`config.mk`:
```
export PLATFORM = sky130hd
export DESIGN_NAME = rftx_config_regs
export DESIGN_NICKNAME = d
export VERILOG_FILES = /design/src/logic/rftx_pkg.sv /design/src/logic/rftx_overshoot.sv /design/src/logic/rftx_config_regs.sv
export SDC_FILE = /design/constraint.sdc
export NUM_CORES = 1
export LEC_CHECK = 0
export ABC_CLOCK_PERIOD_IN_PS = 6200
export BUFFER_PORTS_ARGS = -buffer_cell sky130_fd_sc_hd__buf_2
export CORE_MARGIN = 2
export CORE_UTILIZATION = 38
export DETAILED_ROUTE_END_ITERATION = 8
export PLACE_DENSITY_LB_ADDON = 0.08
export SYNTH_ARGS = -nofsm -noshare
export SYNTH_HDL_FRONTEND = slang
export SYNTH_SLANG_ARGS = --single-unit
```
`constraint.sdc`:
```
create_clock -name sys_clk -period 6.2 [get_ports sys_clk]
set_input_delay 1.24 -clock sys_clk [delete_from_list [all_inputs] [get_ports sys_clk]]
set_output_delay 1.24 -clock sys_clk [all_outputs]
set_load 0.005 [all_outputs]
```
`src/logic/rftx_pkg.sv`:
```
// package with register map, field positions and codes of the transmitter config bank
package rftx_pkg;
  // register offsets (byte addresses on the 8-bit register port)
  localparam logic [7:0] ADDR_DRIVE_MODE = 8'h28;
  localparam logic [7:0] ADDR_AMPLITUDE  = 8'h29;
  localparam logic [7:0] ADDR_MOD_CTRL   = 8'h2a;
  localparam logic [7:0] ADDR_OVS_LOAD   = 8'h2b;
  // reset values
  localparam logic [7:0] RST_DRIVE_MODE  = 8'h00;
  localparam logic [7:0] RST_AMPLITUDE   = 8'h00;
  localparam logic [7:0] RST_MOD_CTRL    = 8'h00;
  localparam logic [7:0] RST_OVS_LOAD    = 8'h00;
  // drive mode fields
  localparam int BIT_OUT_B_INVERT   = 7;
  localparam int BIT_OUT_A_INVERT   = 6;
  localparam int BIT_OUTPUTS_ENABLE = 3;
  localparam int POS_DRIVE_STYLE    = 0;
  localparam logic [7:0] MASK_DRIVE_MODE = 8'hcf;
  // amplitude fields
  localparam int POS_LEVEL_REDUCTION = 6;
  localparam int POS_RESIDUAL        = 0;
  localparam logic [7:0] MASK_AMPLITUDE = 8'hdf;
  // modulation control fields
  localparam int POS_OVERSHOOT_B = 4;
  localparam int BIT_CARRIER_MAX = 3;
  localparam int BIT_MOD_INVERT  = 2;
  localparam int POS_MOD_SOURCE  = 0;
  // overshoot and load fields
  localparam int POS_OVERSHOOT_A = 4;
  localparam int POS_LOAD_TRIM   = 0;
  // unsupported drive style codes
  localparam logic [2:0] STYLE_BAD_A = 3'h3;
  localparam logic [2:0] STYLE_BAD_B = 3'h6;
  // carrier reduction in millivolts per code
  localparam logic [10:0] REDUCE_MV_0 = 11'h064;
  localparam logic [10:0] REDUCE_MV_1 = 11'h0fa;
  localparam logic [10:0] REDUCE_MV_2 = 11'h1f4;
  localparam logic [10:0] REDUCE_MV_3 = 11'h3e8;
  // modulation sources
  typedef enum logic [1:0] {
    RFTX_SRC_NONE     = 2'h0,
    RFTX_SRC_ENVELOPE = 2'h1,
    RFTX_SRC_EXTERNAL = 2'h2,
    RFTX_SRC_RESERVED = 2'h3
  } rftx_source_type;
  // overshoot pulse sequencer states
  typedef enum logic [2:0] {
    RFTX_OVS_IDLE = 3'b001,
    RFTX_OVS_A    = 3'b010,
    RFTX_OVS_B    = 3'b100
  } rftx_ovs_type;
endpackage : rftx_pkg

```
`src/logic/rftx_overshoot.sv`:
```
// overshoot pulse sequencer run on the carrier clock tick
`timescale 1ns/1ps
module rftx_overshoot
  import rftx_pkg::*;
(
  input  wire logic       sys_clk,
  input  wire logic       arst_n,
  input  wire logic       carrierTick,
  input  wire logic       modEdge,
  input  wire logic [3:0] lenA,
  input  wire logic [3:0] lenB,
  output logic            overshootActive
);
  rftx_ovs_type state;
  rftx_ovs_type next_state;
  logic [3:0]   count;
  logic [3:0]   next_count;

  // phase a then phase b, each counting carrier ticks; zero length skips it
  always_comb
  begin
    next_state = state;
    next_count = count;
    case (state)
      RFTX_OVS_IDLE:
      begin
        if (modEdge && lenA != 4'h0)
        begin
          next_state = RFTX_OVS_A;
          next_count = lenA;
        end
        else if (modEdge && lenB != 4'h0)
        begin
          next_state = RFTX_OVS_B;
          next_count = lenB;
        end
      end
      RFTX_OVS_A:
      begin
        if (carrierTick)
        begin
          if (count == 4'h1)
          begin
            next_state = (lenB != 4'h0) ? RFTX_OVS_B : RFTX_OVS_IDLE;
            next_count = lenB;
          end
          else
          begin
            next_count = count - 4'h1;
          end
        end
      end
      RFTX_OVS_B:
      begin
        if (carrierTick)
        begin
          if (count == 4'h1)
          begin
            next_state = RFTX_OVS_IDLE;
            next_count = 4'h0;
          end
          else
          begin
            next_count = count - 4'h1;
          end
        end
      end
      default:
      begin
        next_state = RFTX_OVS_IDLE;
        next_count = 4'h0;
      end
    endcase
  end

  // state registers
  always_ff @(posedge sys_clk or negedge arst_n)
  begin
    if (!arst_n)
    begin
      state <= RFTX_OVS_IDLE;
      count <= 4'h0;
    end
    else
    begin
      state <= next_state;
      count <= next_count;
    end
  end

  assign overshootActive = (state != RFTX_OVS_IDLE);
endmodule : rftx_overshoot

```
`src/logic/rftx_config_regs.sv`:
```
// transmitter configuration register bank and antenna output control
`timescale 1ns/1ps
module rftx_config_regs
  import rftx_pkg::*;
(
  input  wire logic        sys_clk,
  input  wire logic        arst_n,
  input  wire logic [7:0]  regAddr,
  input  wire logic [7:0]  regWrData,
  input  wire logic        regWrStrobe,
  input  wire logic        regRdStrobe,
  output logic      [7:0]  regRdData,
  input  wire logic        carrierIn,
  input  wire logic        internalEnvelope,
  input  wire logic        externalSignalIn,
  output logic             antennaOutA,
  output logic             antennaOutAOe,
  output logic             antennaOutB,
  output logic             antennaOutBOe,
  output logic      [10:0] carrierLevelReductionMv,
  output logic             carrierFull,
  output logic      [4:0]  residualCarrier,
  output logic      [3:0]  loadCurrentTrim,
  output logic             modulationActive,
  output logic             overshootActive,
  output logic             driveStyleFault
);
  logic [7:0] txDriveMode;
  logic [7:0] txAmplitude;
  logic [7:0] txModulationControl;
  logic [7:0] txOvershootLoad;
  logic [7:0] next_txDriveMode;
  logic [7:0] next_txAmplitude;
  logic [7:0] next_txModulationControl;
  logic [7:0] next_txOvershootLoad;
  logic [7:0] next_regRdData;

  // two-flop synchronisers for pins from outside the clock domain
  logic [2:0] syncMeta;
  logic [2:0] syncOut;
  logic       carrierPrev;
  logic       modPrev;

  logic [2:0] outputDriveStyle;
  logic [1:0] carrierLevelCode;
  logic [3:0] overshootLenA;
  logic [3:0] overshootLenB;
  logic       modulationInvert;
  logic       outputsEnable;
  logic       outAInvert;
  logic       outBInvert;
  logic       carrierSync;
  logic       envelopeSync;
  logic       externalSync;
  logic       carrierTick;
  logic       rawModulation;
  logic       modulation;
  logic       modEdge;
  logic       driveLevel;
  logic       levelA;
  logic       levelB;
  logic [10:0] reductionMv;
  rftx_source_type modulationSource;
  logic [10:0] next_carrierLevelReductionMv;
  logic        next_carrierFull;
  logic [4:0]  next_residualCarrier;
  logic [3:0]  next_loadCurrentTrim;
  logic        next_modulationActive;
  logic        next_driveStyleFault;

  // register writes; fields with reserved positions drop those bits
  always_comb
  begin
    next_txDriveMode         = txDriveMode;
    next_txAmplitude         = txAmplitude;
    next_txModulationControl = txModulationControl;
    next_txOvershootLoad     = txOvershootLoad;
    if (regWrStrobe)
    begin
      case (regAddr)
        ADDR_DRIVE_MODE: next_txDriveMode = regWrData & MASK_DRIVE_MODE;
        ADDR_AMPLITUDE:  next_txAmplitude = regWrData & MASK_AMPLITUDE;
        ADDR_MOD_CTRL:   next_txModulationControl = regWrData;
        ADDR_OVS_LOAD:   next_txOvershootLoad = regWrData;
        default:         next_txDriveMode = txDriveMode;
      endcase
    end
  end

  // read data valid in the cycle after the strobe; unmapped reads give zero
  always_comb
  begin
    next_regRdData = 8'h00;
    if (regRdStrobe)
    begin
      case (regAddr)
        ADDR_DRIVE_MODE: next_regRdData = txDriveMode;
        ADDR_AMPLITUDE:  next_regRdData = txAmplitude;
        ADDR_MOD_CTRL:   next_regRdData = txModulationControl;
        ADDR_OVS_LOAD:   next_regRdData = txOvershootLoad;
        default:         next_regRdData = 8'h00;
      endcase
    end
  end

  // register bank and read data
  always_ff @(posedge sys_clk or negedge arst_n)
  begin
    if (!arst_n)
    begin
      txDriveMode         <= RST_DRIVE_MODE;
      txAmplitude         <= RST_AMPLITUDE;
      txModulationControl <= RST_MOD_CTRL;
      txOvershootLoad     <= RST_OVS_LOAD;
      regRdData           <= 8'h00;
    end
    else
    begin
      txDriveMode         <= next_txDriveMode;
      txAmplitude         <= next_txAmplitude;
      txModulationControl <= next_txModulationControl;
      txOvershootLoad     <= next_txOvershootLoad;
      regRdData           <= next_regRdData;
    end
  end

  // field extraction
  // output b invert
  assign outBInvert       = txDriveMode[BIT_OUT_B_INVERT];
  assign outAInvert       = txDriveMode[BIT_OUT_A_INVERT];
  assign outputsEnable    = txDriveMode[BIT_OUTPUTS_ENABLE];
  assign outputDriveStyle = txDriveMode[POS_DRIVE_STYLE +: 3];
  assign carrierLevelCode = txAmplitude[POS_LEVEL_REDUCTION +: 2];
  assign overshootLenB    = txModulationControl[POS_OVERSHOOT_B +: 4];
  assign modulationInvert = txModulationControl[BIT_MOD_INVERT];
  assign modulationSource = rftx_source_type'(txModulationControl[POS_MOD_SOURCE +: 2]);
  assign overshootLenA    = txOvershootLoad[POS_OVERSHOOT_A +: 4];

  // pins are asynchronous; only the second stage is read by logic
  always_ff @(posedge sys_clk or negedge arst_n)
  begin
    if (!arst_n)
    begin
      syncMeta    <= 3'h0;
      syncOut     <= 3'h0;
      carrierPrev <= 1'b0;
      modPrev     <= 1'b0;
    end
    else
    begin
      syncMeta    <= {externalSignalIn, internalEnvelope, carrierIn};
      syncOut     <= syncMeta;
      carrierPrev <= carrierSync;
      modPrev     <= modulation;
    end
  end

  assign carrierSync  = syncOut[0];
  assign envelopeSync = syncOut[1];
  assign externalSync = syncOut[2];
  assign carrierTick  = carrierSync & ~carrierPrev;

  // modulation source select; reserved code behaves as no modulation
  always_comb
  begin
    case (modulationSource)
      RFTX_SRC_NONE:     rawModulation = 1'b0;
      RFTX_SRC_ENVELOPE: rawModulation = envelopeSync;
      RFTX_SRC_EXTERNAL: rawModulation = externalSync;
      default:           rawModulation = 1'b0;
    endcase
  end

  assign modulation = rawModulation ^ modulationInvert;
  assign modEdge    = modulation ^ modPrev;

  // extra modulation after each edge that finds the sequencer idle, to damp antenna overshoot
  rftx_overshoot u_overshoot
  (
    .sys_clk         (sys_clk),
    .arst_n          (arst_n),
    .carrierTick     (carrierTick),
    .modEdge         (modEdge),
    .lenA            (overshootLenA),
    .lenB            (overshootLenB),
    .overshootActive (overshootActive)
  );

  always_comb
  begin
    case (carrierLevelCode)
      2'h0:    reductionMv = REDUCE_MV_0;
      2'h1:    reductionMv = REDUCE_MV_1;
      2'h2:    reductionMv = REDUCE_MV_2;
      default: reductionMv = REDUCE_MV_3;
    endcase
  end

  // next analog control words, derived from the register fields
  always_comb
  begin
    next_carrierFull             = txModulationControl[BIT_CARRIER_MAX];
    next_carrierLevelReductionMv = next_carrierFull ? 11'h000 : reductionMv;
    next_residualCarrier         = txAmplitude[POS_RESIDUAL +: 5];
    next_loadCurrentTrim         = txOvershootLoad[POS_LOAD_TRIM +: 4];
    next_modulationActive        = modulation | overshootActive;
    next_driveStyleFault         = (outputDriveStyle == STYLE_BAD_A) ||
                                   (outputDriveStyle == STYLE_BAD_B);
  end

  // analog control words are registered so the front end sees clean levels
  always_ff @(posedge sys_clk or negedge arst_n)
  begin
    if (!arst_n)
    begin
      carrierLevelReductionMv <= 11'h000;
      carrierFull             <= 1'b0;
      residualCarrier         <= 5'h00;
      loadCurrentTrim         <= 4'h0;
      modulationActive        <= 1'b0;
      driveStyleFault         <= 1'b0;
    end
    else
    begin
      carrierLevelReductionMv <= next_carrierLevelReductionMv;
      carrierFull             <= next_carrierFull;
      residualCarrier         <= next_residualCarrier;
      loadCurrentTrim         <= next_loadCurrentTrim;
      modulationActive        <= next_modulationActive;
      driveStyleFault         <= next_driveStyleFault;
    end
  end

  // carrier gated by modulation; residual level is applied in the analog stage
  assign driveLevel = carrierSync & ~(modulation | overshootActive);
  assign levelA     = driveLevel ^ outAInvert;
  assign levelB     = driveLevel ^ outBInvert;

  // pin drive per style: 0 push-pull, 1 open drain, 2 hi-z, 4 high, 5 low
  always_comb
  begin
    antennaOutA   = 1'b0;
    antennaOutB   = 1'b0;
    antennaOutAOe = 1'b0;
    antennaOutBOe = 1'b0;
    if (outputsEnable)
    begin
      // drive style decode; unsupported codes stay off
      case (outputDriveStyle)
        3'h0:
        begin
          antennaOutA   = levelA;
          antennaOutB   = levelB;
          antennaOutAOe = 1'b1;
          antennaOutBOe = 1'b1;
        end
        3'h1:
        begin
          antennaOutAOe = ~levelA;
          antennaOutBOe = ~levelB;
        end
        3'h4:
        begin
          antennaOutA   = 1'b1;
          antennaOutB   = 1'b1;
          antennaOutAOe = 1'b1;
          antennaOutBOe = 1'b1;
        end
        3'h5:
        begin
          antennaOutAOe = 1'b1;
          antennaOutBOe = 1'b1;
        end
        default:
        begin
          antennaOutAOe = 1'b0;
          antennaOutBOe = 1'b0;
        end
      endcase
    end
  end
endmodule : rftx_config_regs

```
==> impl_metrics.json <==
{
  "outcome": "completed",
  "place.port_buffers": 56,
  "grt_pass1_vias": 1964,
  "fin_crit_sh_pct": 56.00,
  "crit_fanout": 5,
  "path_class": "reg2out",
  "cts_resized": 0,
  "core_area_um2": 8217,
  "clockBufferDepth": 2,
  "area_growth_pct": 19.13,
  "cts_root_buf": "clkbuf_8",
  "dieArea_um2": 9238,
  "vias": 1988,
  "crit_path_end_kind": "output port",
  "n_antenna_cell": 0,
  "synth_area_per_cell_um2": 13.72,
  "min_path_type": "reg2reg",
  "die_w_um": 96.12,
  "grt_max_degree": 73,
  "holdBufCountCts": 0,
  "hpwl_mm": 4.516,
  "synth_cell_types": 53,
  "worst_pin_slew_ps": 886.4,
  "worst-path-buf-inv": 2,
  "cts_num_sinks": 72,
  "irDropWorstVdd_mv": 0.1900,
  "drt_pass1_iterations": 4,
  "grt_pass1_wl_mm": 10.16,
  "synth_seq_cells": 72,
  "hold_path.startpoint": "syncMeta[2]$_DFF_PN0_",
  "synth_edf_count": 0,
  "leakagePower_nw": 1.946,
  "cts_max_level": 3,
  "rr_startpoint": "txModulationControl[1]$_DFFE_PN0P_",
  "max_freq_mhz": 288.0,
  "drtIter0Drc": 54,
  "crit_start": "txModulationControl[0]$_DFFE_PN0P_",
  "grt_usage_pct": 15.00,
  "final-hold-violation-count": 0,
  "syn_area_um2": 3224,
  "overflow": 0,
  "path_clk_slew_ps": 70,
  "cts_tree": "built",
  "drc_errors": 0,
  "synth_seq_area_share_pct": 55.92,
  "tns_ps": 0,
  "final_common_cell": "dfrtp_1",
  "final_cell_mix": "dfrtp_1, buf_2, mux2_2",
  "preCtsSetupSlack_ps": 3065,
  "fill_cells": 764,
  "post-cts-setup-buffer-count": 0,
  "worstPathArrival_ps": 2230,
  "final_net_count": 329,
  "path_delay_family": "simple AND/OR/NAND/NOR gates",
  "ant_nets": 0,
  "crit_required_ps": 4960,
  "clk-insertion-delay-late_ps": 350,
  "slew_headroom_pct": 40.90,
  "initial_core_util_pct": 39.24,
  "power_per_cell_area_nw_per_um2": 317.7,
  "antenna_found_initial": 0,
  "numCtsBuffers": 9,
  "setup_violations": 0,
  "fin_crit_ps": 3472,
  "ios": 59,
  "syn_inst": 235,
  "die_height_um": 96.12,
  "wire_per_inst_um": 15.61,
  "max_stage_delay_ps": 510,
  "postSynth.topFlopCell": "dfrtp_1",
  "gp_congestion": 0.8050,
  "fin_worst_skew_ps": 9.530,
  "drv_slew": 0,
  "start_kind": "register",
  "drv_cap": 0,
  "avgViaCountPerCell": 4.873,
  "routed_wl_mm": 6.368,
  "drive_above_1_share_pct": 44.22,
  "crit_chain": "inv_1 > ha_1 > or3_2 > nand4_1 > xnor2_1 > o21a_1 > buf_2",
  "yosysWarnings": 0,
  "grt_setup_unrepaired": "false",
  "fin_ws_ps": 2728,
  "critical_path.slowest_cell": "or3_2",
  "async_flop_share_pct": 100.0,
  "num_rows": 33,
  "utilization_pct": 46.75
}
==> cell type report <==
type / count / area [µm²] / share of cell area, %
Sequential cell: 72 / 1803 / 46.94
Tap cell: 105 / 131.4 / 3.420
Clock inverter: 5 / 78.83 / 2.052
Clock buffer: 11 / 151.4 / 3.941
Timing Repair Buffer: 57 / 287.8 / 7.492
Inverter: 14 / 52.55 / 1.368
Multi-Input combinational cell: 144 / 1336 / 34.79
==> metrics by stage <==
step                hold WS, ps  area [µm²]  cells  power (W)
floorplan                 331.2        3228    236  0.0007350
global placement          333.2        3611    392  0.0008084
detailed placement        337.0        3611    392  0.0008088
CTS                       354.3        3841    408   0.001237
global route              358.6        3841    408   0.001287
finish                    351.6        3841    408   0.001220
==> flip-flops by register name, indices dropped and copies added, names as in the netlist, 4 cells and up <==
signal                   flops
txModulationControl          8
txDriveMode                  6
residualCarrier              5
carrierLevelReductionMv      8
loadCurrentTrim              4
txAmplitude                  7
regRdData                    8
u_overshoot.count            4
txOvershootLoad              8
==> synth_stat cells (2+ instances only) <==
library cell	count	area [µm²]
or3_1	2	12.51
nor3_2	3	30.03
a22oi_1	2	15.01
o21ai_2	3	26.28
and3_1	6	37.54
ha_1	8	100.1
o221ai_1	4	35.03
o22ai_1	2	12.51
nor2b_1	6	37.54
nand4b_2	2	30.03
mux4_2	5	112.6
buf_2	2	10.01
mux2_2	33	371.6
nor3_1	3	15.01
buf_4	3	22.52
mux2_4	2	30.03
nand3_1	2	10.01
dfrtp_1	71	1777
inv_1	13	48.80
nand2_1	10	37.54
nand2b_1	3	18.77
nor2_1	7	26.28
xnor2_1	4	35.03
a21oi_1	6	30.03
o21a_1	3	22.52
xor2_1	2	17.52
mux2i_1	2	20.02
==> layer usage <==
layer	global-route usage [%]	up-vias	share of wire (%)
met5	0	-	0
met4	7.500	0	1.9
met3	2.819	9	4.2
met2	23.44	44	47
met1	19.96	972	47
li1	-	963	-
==> cells by family after synthesis <==
logic type	count (synthesis)	synth area share (%)
other	1	0.1163
XOR/XNOR	6	1.630
AO/OA/AOI/OAI	26	6.286
AND/OR/NAND/NOR	59	12.81
adder cells (fa/ha/maj)	8	3.105
buffers and inverters	20	2.755
multiplexers	43	17.38
flip-flops	72	55.92
==> worst paths after layout <==
kind | endpoint | slack [ps] | depth (start not counted)
max | antennaOutA | 2730 | 7
min | syncOut[2]$_DFF_PN0_ | 350 | 0
max reg2reg | u_overshoot.state[2]$_DFFE_PN0P_ | 4160 | 7
min reg2reg | syncOut[2]$_DFF_PN0_ | 350 | 0
max in group asynchronous | u_overshoot.state[1]$_DFFE_PN0P_ | 4520 | 2
min in group asynchronous | driveStyleFault$_DFF_PN0_ | 1090 | 2
==> power breakdown <==
part           switching [W]  internal [W]  leakage [nW]
logic               0.000129      0.000127         0.865
clock network       0.000177      0.000248         0.119
registers          0.0000327      0.000507         0.962
Power figures use the tool's default switching activity.
